--- src/i2c_mux_defs.svh ---
// Constants of the four-channel two-wire bus multiplexer
`ifndef I2C_MUX_DEFS_SVH
`define I2C_MUX_DEFS_SVH

`define NUM_CH      4
`define STRAP_W     3
`define CTRL_W      3
`define CTRL_EN_BIT 2
`define CTRL_CH_MSB 1
`define CTRL_RESET  3'h0
`define ADDR_UPPER  4'h7
`define BYTE_BITS   4'h8
`define CNT_ZERO    4'h0
`define CNT_ONE     4'h1
`define IRQ_IDLE    1'b1
`define SCL_RATE_KHZ 400

`endif

--- src/i2c_mux_pkg.sv ---
// Types shared by the multiplexer modules
package i2c_mux_pkg;

    typedef enum logic [1:0]
    {
        BR_IDLE = 2'h0,
        BR_UP   = 2'h1,
        BR_HOLD = 2'h3,
        BR_DOWN = 2'h2
    } bridge_state_e;

    typedef enum logic [2:0]
    {
        SL_IDLE  = 3'h0,
        SL_ADDR  = 3'h1,
        SL_ACK_A = 3'h3,
        SL_WR    = 3'h2,
        SL_ACK_W = 3'h6,
        SL_RD    = 3'h7,
        SL_ACK_R = 3'h5
    } slave_state_e;

endpackage

--- src/ctl_if.sv ---
// Signals between the multiplexer core and its control-register slave
`timescale 1ns/100ps
interface ctl_if;
    logic       scl;
    logic       sda;
    logic [2:0] strap;
    logic [7:0] rd_data;
    logic       sda_drive;
    logic       wr_stb;
    logic [7:0] wr_data;
    logic       stop_seen;

    modport mux   (output scl, sda, strap, rd_data, input sda_drive, wr_stb, wr_data, stop_seen);
    modport slave (input scl, sda, strap, rd_data, output sda_drive, wr_stb, wr_data, stop_seen);
endinterface

--- src/ctl_slave.sv ---
// Two-wire bus slave serving the single control register, which the core holds
`timescale 1ns/100ps
`include "i2c_mux_defs.svh"
module ctl_slave
(
    input wire logic clk,
    input wire logic rst_n,
    ctl_if.slave     bus
);
    import i2c_mux_pkg::*;

    slave_state_e state_q;
    slave_state_e state_d;
    logic [7:0]   shift_q;
    logic [7:0]   shift_d;
    logic [3:0]   cnt_q;
    logic [3:0]   cnt_d;
    logic         rw_q;
    logic         rw_d;
    logic         drive_q;
    logic         drive_d;
    logic         wr_stb_q;
    logic         wr_stb_d;
    logic         stop_q;
    logic         scl_prev_q;
    logic         sda_prev_q;

    wire scl_rise   = bus.scl & ~scl_prev_q;
    wire scl_fall   = ~bus.scl & scl_prev_q;
    wire start_cond = bus.scl & scl_prev_q & sda_prev_q & ~bus.sda;
    wire stop_cond  = bus.scl & scl_prev_q & ~sda_prev_q & bus.sda;
    wire byte_done  = (cnt_q == `BYTE_BITS);
    wire addr_match = (shift_q[7:1] == {`ADDR_UPPER, bus.strap});

    assign bus.sda_drive = drive_q;
    assign bus.wr_stb    = wr_stb_q;
    assign bus.wr_data   = shift_q;
    assign bus.stop_seen = stop_q;

    always_comb
    begin
        state_d  = state_q;
        shift_d  = shift_q;
        cnt_d    = cnt_q;
        rw_d     = rw_q;
        drive_d  = drive_q;
        wr_stb_d = 1'b0;
        if (stop_cond)
        begin
            state_d = SL_IDLE;
            drive_d = 1'b0;
        end
        else if (start_cond)
        begin
            state_d = SL_ADDR;
            cnt_d   = `CNT_ZERO;
            drive_d = 1'b0;
        end
        else
        begin
            case (state_q)
                SL_IDLE:
                begin
                    drive_d = 1'b0;
                end
                SL_ADDR, SL_WR:
                begin
                    if (scl_rise && !byte_done)
                    begin
                        shift_d = {shift_q[6:0], bus.sda};
                        cnt_d   = cnt_q + `CNT_ONE;
                    end
                    else if (scl_fall && byte_done)
                    begin
                        if (state_q == SL_WR)
                        begin
                            state_d  = SL_ACK_W;
                            drive_d  = 1'b1;
                            wr_stb_d = 1'b1;
                        end
                        else if (addr_match)
                        begin
                            state_d = SL_ACK_A;
                            drive_d = 1'b1;
                            rw_d    = shift_q[0];
                        end
                        else
                        begin
                            state_d = SL_IDLE;
                        end
                    end
                end
                SL_ACK_A, SL_ACK_W:
                begin
                    if (scl_fall)
                    begin
                        cnt_d = `CNT_ZERO;
                        if (state_q == SL_ACK_A && rw_q)
                        begin
                            state_d = SL_RD;
                            shift_d = bus.rd_data;
                            drive_d = ~bus.rd_data[7];
                        end
                        else
                        begin
                            state_d = SL_WR;
                            drive_d = 1'b0;
                        end
                    end
                end
                SL_RD:
                begin
                    if (scl_rise && !byte_done)
                    begin
                        cnt_d = cnt_q + `CNT_ONE;
                    end
                    else if (scl_fall && byte_done)
                    begin
                        state_d = SL_ACK_R;
                        drive_d = 1'b0;
                    end
                    else if (scl_fall)
                    begin
                        shift_d = {shift_q[6:0], 1'b0};
                        drive_d = ~shift_q[6];
                    end
                end
                SL_ACK_R:
                begin
                    // Not-acknowledge ends the read; wait for the stop
                    if (scl_rise && bus.sda)
                    begin
                        state_d = SL_IDLE;
                    end
                    else if (scl_fall)
                    begin
                        state_d = SL_RD;
                        cnt_d   = `CNT_ZERO;
                        shift_d = bus.rd_data;
                        drive_d = ~bus.rd_data[7];
                    end
                end
                default:
                begin
                    state_d = SL_IDLE;
                    drive_d = 1'b0;
                end
            endcase
        end
    end

    always_ff @(posedge clk)
    begin
        if (!rst_n)
        begin
            state_q    <= SL_IDLE;
            shift_q    <= 8'h00;
            cnt_q      <= `CNT_ZERO;
            rw_q       <= 1'b0;
            drive_q    <= 1'b0;
            wr_stb_q   <= 1'b0;
            stop_q     <= 1'b0;
            scl_prev_q <= 1'b1;
            sda_prev_q <= 1'b1;
        end
        else
        begin
            state_q    <= state_d;
            shift_q    <= shift_d;
            cnt_q      <= cnt_d;
            rw_q       <= rw_d;
            drive_q    <= drive_d;
            wr_stb_q   <= wr_stb_d;
            stop_q     <= stop_cond;
            scl_prev_q <= bus.scl;
            sda_prev_q <= bus.sda;
        end
    end
endmodule

--- src/i2c_chan_mux.sv ---
// Four-channel two-wire bus multiplexer with combined interrupt
`timescale 1ns/100ps
`include "i2c_mux_defs.svh"
module i2c_chan_mux
(
    input  wire logic               CLK_SYS,
    input  wire logic               RST_N,
    input  wire logic               SCL_IN,
    output wire logic               SCL_OUT,
    output wire logic               SCL_OE,
    input  wire logic               SDA_IN,
    output wire logic               SDA_OUT,
    output wire logic               SDA_OE,
    input  wire logic [`STRAP_W-1:0] ADDR_STRAP,
    input  wire logic [`NUM_CH-1:0] CHAN_IRQ_IN_N,
    output wire logic               COMBINED_IRQ_OUT_N,
    input  wire logic [`NUM_CH-1:0] DOWNSTREAM_CLOCK_IN,
    output wire logic [`NUM_CH-1:0] DOWNSTREAM_CLOCK_OUT,
    output wire logic [`NUM_CH-1:0] DOWNSTREAM_CLOCK_OE,
    input  wire logic [`NUM_CH-1:0] DOWNSTREAM_DATA_IN,
    output wire logic [`NUM_CH-1:0] DOWNSTREAM_DATA_OUT,
    output wire logic [`NUM_CH-1:0] DOWNSTREAM_DATA_OE
);
    import i2c_mux_pkg::*;

    localparam int SYNC_W = `STRAP_W + 3 * `NUM_CH + 2;

    logic [SYNC_W-1:0]        sync1_q;
    logic [SYNC_W-1:0]        sync2_q;
    logic [`STRAP_W-1:0]      strap_s;
    logic [`NUM_CH-1:0]       irq_s;
    logic [`NUM_CH-1:0]       ddat_s;
    logic [`NUM_CH-1:0]       dclk_s;
    logic                     sda_s;
    logic                     scl_s;
    logic [`CTRL_W-1:0]       ctrl_q;
    logic [`CTRL_W-1:0]       pend_q;
    logic                     pend_valid_q;
    logic                     irq_q;
    logic [1:0]               up_in;
    logic [1:0]               down_in;
    logic [1:0]               up_pull;
    logic [1:0]               down_pull;
    logic [1:0]               line_idle;
    logic [`NUM_CH-1:0]       chan_onehot;
    ctl_if                    ctl ();

    // Every input pin but RST_N, straps included, crosses two flops before use
    always_ff @(posedge CLK_SYS)
    begin
        sync1_q <= {ADDR_STRAP, CHAN_IRQ_IN_N, DOWNSTREAM_DATA_IN, DOWNSTREAM_CLOCK_IN,
                    SDA_IN, SCL_IN};
        sync2_q <= sync1_q;
    end
    assign {strap_s, irq_s, ddat_s, dclk_s, sda_s, scl_s} = sync2_q;

    wire                     chan_en  = ctrl_q[`CTRL_EN_BIT];
    wire [`CTRL_CH_MSB:0]    chan_sel = ctrl_q[`CTRL_CH_MSB:0];

    assign chan_onehot = chan_en ? (`NUM_CH'(1) << chan_sel) : '0;
    assign up_in       = {sda_s, scl_s};
    assign down_in     = {ddat_s[chan_sel], dclk_s[chan_sel]};

    assign ctl.scl     = scl_s;
    assign ctl.sda     = sda_s;
    assign ctl.strap   = strap_s;
    assign ctl.rd_data = {~irq_s, 1'b0, ctrl_q};

    ctl_slave u_slave
    (
        .clk   (CLK_SYS),
        .rst_n (RST_N),
        .bus   (ctl)
    );

    // Per-line direction arbiter; HOLD waits for both sides to read high so
    // that the echo of our own pull never turns the direction round.
    // Limitation: a downstream clock stretch begun while in HOLD is not forwarded.
    for (genvar l = 0; l < 2; l++)
    begin : g_line
        bridge_state_e st_q;
        bridge_state_e st_d;

        always_comb
        begin
            st_d = st_q;
            case (st_q)
                BR_IDLE:
                begin
                    if (chan_en && !up_in[l])
                    begin
                        st_d = BR_UP;
                    end
                    else if (chan_en && !down_in[l])
                    begin
                        st_d = BR_DOWN;
                    end
                end
                BR_UP:
                begin
                    if (up_in[l])
                    begin
                        st_d = BR_HOLD;
                    end
                end
                BR_DOWN:
                begin
                    if (down_in[l])
                    begin
                        st_d = BR_HOLD;
                    end
                end
                BR_HOLD:
                begin
                    if (up_in[l] && down_in[l])
                    begin
                        st_d = BR_IDLE;
                    end
                end
                default:
                begin
                    st_d = BR_IDLE;
                end
            endcase
        end

        always_ff @(posedge CLK_SYS)
        begin
            if (!RST_N)
            begin
                st_q <= BR_IDLE;
            end
            else
            begin
                st_q <= st_d;
            end
        end

        assign down_pull[l] = (st_q == BR_UP);
        assign up_pull[l]   = (st_q == BR_DOWN);
        assign line_idle[l] = (st_q == BR_IDLE);
    end

    // New selection takes effect at the stop so a frame is never cut in half
    always_ff @(posedge CLK_SYS)
    begin
        if (!RST_N)
        begin
            ctrl_q       <= `CTRL_RESET;
            pend_q       <= `CTRL_RESET;
            pend_valid_q <= 1'b0;
            irq_q        <= `IRQ_IDLE;
        end
        else
        begin
            irq_q <= &irq_s;
            if (ctl.wr_stb)
            begin
                pend_q       <= ctl.wr_data[`CTRL_W-1:0];
                pend_valid_q <= 1'b1;
            end
            else if (ctl.stop_seen)
            begin
                pend_valid_q <= 1'b0;
            end
            if (ctl.stop_seen && pend_valid_q)
            begin
                ctrl_q <= pend_q;
            end
        end
    end

    assign COMBINED_IRQ_OUT_N   = irq_q;
    assign SCL_OUT              = 1'b0;
    assign SDA_OUT              = 1'b0;
    assign SCL_OE               = up_pull[0];
    assign SDA_OE               = up_pull[1] | ctl.sda_drive;
    assign DOWNSTREAM_CLOCK_OUT = '0;
    assign DOWNSTREAM_DATA_OUT  = '0;
    assign DOWNSTREAM_CLOCK_OE  = chan_onehot & {`NUM_CH{down_pull[0]}};
    assign DOWNSTREAM_DATA_OE   = chan_onehot & {`NUM_CH{down_pull[1]}};
endmodule

--- config.mk ---
export PLATFORM = sky130hd
export DESIGN_NAME = i2c_chan_mux
export DESIGN_NICKNAME = d
export VERILOG_FILES = /design/src/i2c_mux_pkg.sv /design/src/ctl_if.sv /design/src/ctl_slave.sv /design/src/i2c_chan_mux.sv
export VERILOG_INCLUDE_DIRS = /design/src
export SDC_FILE = /design/constraint.sdc
export NUM_CORES = 1
export LEC_CHECK = 0
export BUFFER_PORTS_ARGS = -buffer_cell sky130_fd_sc_hd__buf_2
export CAP_MARGIN = 20
export CORE_UTILIZATION = 50
export CTS_CLUSTER_DIAMETER = 100
export DETAILED_ROUTE_END_ITERATION = 8
export GPL_ROUTABILITY_DRIVEN = 0
export PLACE_DENSITY = 0.68
export SYNTH_ARGS = -nofsm -noshare
export SYNTH_HDL_FRONTEND = slang
export SYNTH_HIERARCHICAL = 1
export SYNTH_SLANG_ARGS = --single-unit
--- constraint.sdc ---
create_clock -name CLK_SYS -period 5.2 [get_ports CLK_SYS]
set_clock_uncertainty 0.1 [all_clocks]
set_input_delay 0.26 -clock CLK_SYS [delete_from_list [all_inputs] [get_ports CLK_SYS]]
set_output_delay 0.26 -clock CLK_SYS [all_outputs]
set_load 0.01 [all_outputs]
==> results.md, run 1 <==
* Status: finished, final reports clean
* Post-layout util at 61.5%
* DRC at 0
* Total track usage at 19.8%
* Power Density at 317 mW/mm²
* Post-synth top cells: dfxtp_1 (67), nand2_1 (25), a21oi_1 (19), nor2_1 (19), inv_1 (16)
* Synth Register Bits at 67
* Vias in the first global route at 2098
* F_max at 0.430 GHz
* Final ANT Viol Nets at 0
* Gate Count Post-Synth at 309
* Cell Area, Placed at 0.00311 mm²
* Tcrit/Tclk final at 44.7%
* Share of cells above drive strength 1 at 14.8%
* Arrival @ worst endpoint at 2480 ps
* Detail Placement HPWL at 3830 µm
* Worst stage delay on the critical path at 740 ps
* First-pass GRT wire length at 9580 µm
* Iter 0 DRT Violations at 200
* Most frequent CP cell: a21oi_1
* Post-synthesis simple-gate area fraction at 16.7%
* Min-delay worst type: input port to flop
* Die Height at 79.4 µm
* Mean routed wirelength per cell at 13.1 µm
* Worst slew pin tran at 697 ps
* Register area share after synthesis at 44.8%
* Post-layout min period at 2330 ps
* CP Capture Type: flop
* Top_reg_cell synth: dfxtp_1
* Sw frac at 24.8%
* Clock Path Buffers at 2
* Final Max Tran Viols at 0
* Largest family of logic cells by synthesized area: compound AO/OA/AOI/OAI gates
* Comb power frac at 11.2%
* Via count at 2280
* Clock network power share at 38.6%
* Critical Path Fanout Max at 20
* DIE WIDTH at 79.4 µm
* # clock sinks at 67
* Max-cap viol count at 0
* Top cells by area, synth: dfxtp_1 (45%), ha_1 (5.0%), mux2i_1 (4.3%)
* Post-synthesis adder-cell area fraction at 5.35%
* Ant. Diodes at 0
* Crit Path Class: flop to flop
* WL final at 5630 µm
* Finished Cell Area at 0.00347 mm²
* # rows at 27
* Drt first pass iters at 4
* Initial antenna violation count at 0
* CTS tree: yes
* Ys async rst share at 0%
* Largest net degree at the start of global routing at 26
* Area of the die at 0.00630 mm²
* Vias per cell at 5.30
* CP Launch Type: flop
* Area leader, netlist: dfxtp_1
* Cts hold-fix bufs at 17
* Leak Pwr at 1.34 nW
* Core box area at 0.00564 mm²
* Count of cell types in the netlist at 61
* Final setup fails at 0
* Setup tns final at 0 ps
* Number of synthesized flops with an enable pin at 0
* Ports at 40
* CTS clk-pin slew, worst paths at 80 ps
* Initial Utilization at 53.1%
* Mapped Area at 0.00299 mm²
* Final #Nets at 384
* Register Area at 0.00134 mm²
* Filler instances at 493
* Syn Area/Cell at 9.69 µm²
* Later-pin clock latency in the skew report at 340 ps
* Port Buf Inserts at 29
* Psw at 0.273 mW
* Post-synthesis compound-gate area fraction at 16.8%
* Slowest stage cell, crit path: dfxtp_1
* Req. time, crit path at 5350 ps
* Final Hold Viols at 0
* GRT overflow at 0
* Ys Warns at 6
* Headroom to the max-slew limit at 53.5%
* Multi-input combinational cell area at 0.00147 mm²
* Mux cell area share after synthesis at 7.35%
* # Post-CTS Setup Buffers at 0
* H-tree depth at 3
* Count leader, synth: dfxtp_1
* CTS root buf: clkbuf_8
* Maximum vdd drop at 210 µV
* Top-area cell type share of the netlist area at 44.8%
* CTS resizes at 0
* CTS Buf Count at 9
* Int Pwr at 0.828 mW
* XOR/XNOR Fraction of Synth Area at 1.46%
* Critical-path cell list: nand2b_1, a21oi_1, a21oi_2, a21oi_1, a311oi_1
* RSZ-0062 raised after global routing: no
* Reg power frac at 50.1%
* Area grow syn2layout at 16.0%
## power groups by stage
stage	clock, mW	sequential (mW)	combinational (mW)
floorplan	0	0.557	0.0986
global placement	0	0.563	0.112
detailed placement	0	0.564	0.114
CTS	0.435	0.552	0.124
global route	0.460	0.555	0.140
finish	0.426	0.552	0.124
## final timing paths
check	start	end	slack, ps	cells after the start
setup / recovery	u_slave/state_q[2]	u_slave/bus.wr_data[1]	2870	5
hold / removal	RST_N	COMBINED_IRQ_OUT_N	220	2
setup reg to reg	u_slave/state_q[2]	u_slave/bus.wr_data[1]	2870	5
hold reg to reg	sync1_q[7]	sync2_q[7]	230	0
## layout by cell type (no fill, tap or decap), drive strengths merged, types with 6 or more instances in the layout
cell,count
dfxtp,67
buf,29
nand2,25
a21oi,20
nor2,19
dlygate4sd3,17
inv,16
mux2i,15
ha,12
clkbuf,12
conb,11
o21ai,11
nand2b,9
nand3,8
a311oi,8
o211ai,7
nand3b,6
nor2b,6
## cell families after synthesis
kind of cell,after synthesis
and+or+nand+nor,93
muxes,17
xor gates and xnor gates,5
other,1
adders and majority gates,13
AOI/OAI and AO/OA,74
DFF,67
buffers and inverters,39
## final cells by class
cell class                      count  area share, %
Clock inverter                      4           1.44
Timing Repair Buffer               46           9.08
Multi-Input combinational cell    213           42.3
Inverter                           16           1.73
Sequential cell                    67           38.6
Tap cell                           72           2.59
Clock buffer                       12           4.18
## critical path, delay by kind of cell (launching register included)
kind               cells  cell delay [ps]
DFF                    1              740
and+or+nand+nor        1              300
AOI/OAI and AO/OA      4             1100
## state kept, by name, indices dropped and copies added (netlist names)
register,cells
u_slave/rw_q,1
g_line.st_q,4
u_slave/bus.wr_stb,1
pend_valid_q,1
u_slave/sda_prev_q,1
u_slave/bus.stop_seen,1
sync2_q,17
u_slave/scl_prev_q,1
u_slave/bus.wr_data,8
sync1_q,17
u_slave/cnt_q,4
u_slave/state_q,3
COMBINED_IRQ_OUT_N,1
u_slave/bus.sda_drive,1
pend_q,3
ctrl_q,3
## stage by stage
step / cells / total power, mW / setup WS, ps / hold WS, ps
6_report: 430 / 1.10 / 2870 / 224
2_1_floorplan: 319 / 0.656 / 3440 / 188
4_1_cts: 430 / 1.11 / 2910 / 223
5_1_grt: 430 / 1.15 / 2680 / 237
3_3_place_gp: 397 / 0.675 / 3040 / 210
3_5_place_dp: 397 / 0.677 / 2900 / 212
## layer usage
metal	global-route usage (%)	wire (µm)	up-vias
met4	7.64	78	0
met1	26.7	2760	1076
met5	0	0	-
met2	31.0	2610	35
li1	-	-	1162
met3	3.77	185	7
Power figures use the tool's default switching activity.
==> inputs of run 2 (changes only) <==
--- a/config.mk
+++ b/config.mk
@@ -12,7 +12,7 @@
 export CTS_CLUSTER_DIAMETER = 100
 export DETAILED_ROUTE_END_ITERATION = 8
 export GPL_ROUTABILITY_DRIVEN = 0
-export PLACE_DENSITY = 0.68
+export PLACE_DENSITY = 0.7
 export SYNTH_ARGS = -nofsm -noshare
 export SYNTH_HDL_FRONTEND = slang
 export SYNTH_HIERARCHICAL = 1
==> constraint.sdc (replaced) <==
create_clock -name CLK_SYS -period 2.1 [get_ports CLK_SYS]
set_clock_uncertainty 0.1 [all_clocks]
set_input_delay 0.105 -clock CLK_SYS [delete_from_list [all_inputs] [get_ports CLK_SYS]]
set_output_delay 0.105 -clock CLK_SYS [all_outputs]
set_load 0.01 [all_outputs]
==> run 2 against run 1 <==
Utilization grew 1.8 points; cell count grew 1.9%; sequential share of layout area decreased by 1.1 points; fmax grew 19%; hold slack worse by 180 ps; via count increased by 3.0%; clock power rose to 2.7 times the previous value; first-iteration DRC count fell by 27%; sequential cell count unchanged; power rose to 2.6 times the previous value; global-route usage up 0.23 points; largest power group unchanged.
==> results.md, run 2 (synthesis gave the netlist of run 1 again) <==
* Top delay family on crit path: compound AO/OA/AOI/OAI gates
* Most frequent cells in the layout: dfxtp_1 (66), buf_2 (29), nand2_1 (25)
* # rows at 27 (unchanged)
* Worst reg-to-reg path cell count at 6 (+1)
* Slowest stage cell, crit path: dfxtp_1
* Detail Placement HPWL at 3870 µm (+1.2%)
* Total track usage at 20.0% (+0.23 points)
* Clock network power share at 40.5% (+1.9 points)
* Psw at 0.696 mW (+150%)
* DP Worst Slack at 118 ps (-2790 ps)
* Register Area at 0.00134 mm² (about the same)
* Largest net degree at the start of global routing at 26 (unchanged)
* CP Launch Type: flop
* CP Capture Type: flop
* DRC at 0 (unchanged)
* Req. time, crit path at 2250 ps (-3100 ps)
* Most common cell after layout, fill and taps aside: dfxtp_1
* # Post-CTS Setup Buffers at 0 (unchanged)
* Final ANT Viol Nets at 0 (unchanged)
* Core box area at 0.00564 mm² (unchanged)
* First-pass GRT wire length at 9540 µm (-0.51%)
* R2R Setup Slk at 150 ps (-2730 ps)
* CTS Buf Count at 9 (unchanged)
* Final setup fails at 0 (unchanged)
* F_max at 0.512 GHz (+19%)
* Hold Path Depth at 2 (unchanged)
* Top Usage Layer GRT: met2
* WL final at 5820 µm (+3.4%)
* CTS clk-pin slew, worst paths at 70 ps (about the same)
* R2r startpoint: u_slave/state_q[1]
* Met1 usage at 25.8% (-0.95 points)
* WHS at 46.0 ps (-178 ps)
* # clock sinks at 67 (unchanged)
* Maximum vdd drop at 498 µV (+140%)
* Critical Path Fanout Max at 9 (-55%)
* FF-to-FF End: u_slave/bus.wr_data[2]
* Arrival @ worst endpoint at 2100 ps (-380 ps)
* Sw frac at 24.4% (-0.37 points)
* Critical-path cell list: buf_4, nand2_1, nor3_2, a211o_2, a21oi_1, a311oi_1
* Int Pwr at 2.15 mW (+160%)
* Area grow syn2layout at 19.4%
* Hold_sp: RST_N
* Worst stage delay on the critical path at 560 ps (-180 ps)
* WHS Endpoint: COMBINED_IRQ_OUT_N
* Vias per cell at 5.36 (+1.1%)
* H-tree depth at 3 (unchanged)
* Port Buf Inserts at 29 (unchanged)
* Share of cells above drive strength 1 at 17.2% (+2.4 points)
* Multi-input combinational cell area at 0.00148 mm² (+0.94%)
* Vias in the first global route at 2152 (+2.6%)
* Ports at 40 (unchanged)
* Drt first pass iters at 5 (+1)
* Final #Nets at 392 (+2.1%)
* Tcrit/Tclk final at 93.1% (+48 points)
* Crit Path Class: flop to flop
* Area of the die at 0.00630 mm² (unchanged)
* Leak Pwr at 1.41 nW (+5.0%)
* Mean routed wirelength per cell at 13.3 µm (+1.5%)
* Later-pin clock latency in the skew report at 340 ps (about the same)
* DIE WIDTH at 79.4 µm (unchanged)
* Reg power frac at 48.0% (-2.1 points)
* Final Max Tran Viols at 0 (unchanged)
* Placed insts at 404 (+1.8%)
* GRT met3 Usage at 5.83% (+2.1 points)
* Comb power frac at 11.5% (+0.3 points)
* RSZ-0062 raised after global routing: no
* Setup tns final at 0 ps (unchanged)
* Die Height at 79.4 µm (unchanged)
* PnR Total Power at 2.85 mW (+160%)
* Initial Utilization at 53.1% (unchanged)
* Via count at 2348 (+3.0%)
* Status: finished, final reports clean
* Initial antenna violation count at 0 (unchanged)
* CTS tree: yes
* Filler instances at 451 (-8.5%)
* Met2 Usage GRT at 31.2% (+0.17 points)
* Post-layout min period at 1950 ps (-371 ps)
* WP buf/inv at 1 (+1)
* CTS root buf: clkbuf_8
* Ant. Diodes at 0 (unchanged)
* Final Hold Viols at 0 (unchanged)
* Iter 0 DRT Violations at 147 (-27%)
* Min-delay worst type: input port to flop
* Clock Path Buffers at 2 (unchanged)
* Max-cap viol count at 0 (unchanged)
* Setup ws final at 145 ps (-2730 ps)
* GRT overflow at 0 (unchanged)
* Non-filler instance count after layout at 438 (+1.9%)
* Power Density at 796 mW/mm² (+150%)
==> run 2: how the worst max path moves through the flow <==
stage / slack (ps) / cells past startpoint / start / to
2_1_floorplan: 340 / 8 / u_slave/cnt_q[0] / u_slave/bus.wr_data[4]
3_3_place_gp: 200 / 5 / u_slave/state_q[2] / u_slave/bus.wr_data[6]
3_5_place_dp: 120 / 5 / u_slave/state_q[2] / u_slave/bus.wr_data[5]
4_1_cts: 80 / 4 / u_slave/state_q[2] / u_slave/bus.wr_data[2]
5_1_grt: 30 / 7 / u_slave/cnt_q[0] / u_slave/bus.wr_data[0]
6_report: 150 / 6 / u_slave/state_q[1] / u_slave/bus.wr_data[2]
==> run 2: worst register-to-register path, delay by kind of cell, from the launching register on <==
| family | cells | cell delay [ps] |
|---|---|---|
| AOI/OAI and AO/OA | 3 | 600 |
| buffers and inverters | 1 | 230 |
| DFF | 1 | 560 |
| and+or+nand+nor | 2 | 360 |
==> run 2: area by class of cell <==
type | instances | area share [%]
tap | 72 | 2.52
multi-input combinational | 214 | 41.5
clock inverter | 6 | 2.52
sequential | 67 | 37.6
timing repair buffer | 53 | 10.6
inverter | 16 | 1.68
clock buffer | 10 | 3.57
==> run 2: timing repair <==
action                                  4_1_cts  5_1_grt
hold endpoints to repair                     17        0
endpoints found under the setup margin        0        7
resized for setup                             0        2
hold buffers                                 17        0
==> run 2: power by group through the flow <==
stage | logic [mW] | registers (mW) | clock network [mW]
2_1_floorplan | 0.244 | 1.38 | 0
3_3_place_gp | 0.288 | 1.39 | 0
3_5_place_dp | 0.298 | 1.39 | 0
4_1_cts | 0.323 | 1.36 | 1.18
5_1_grt | 0.365 | 1.37 | 1.23
6_report | 0.328 | 1.36 | 1.15
==> run 2: metrics by stage <==
stage,cell area [µm²],util [%]
detailed placement,3170,56.2
CTS,3560,63.1
global placement,3170,56.2
finish,3570,63.4
floorplan,3030,-
global route,3570,63.4
==> run 2: layer usage <==
metal  routed length (µm)  share of wire, %
met1                 2740                47
met2                 2700                46
met3                  328               5.6
met4                   59               1.0
met5                    0                 0
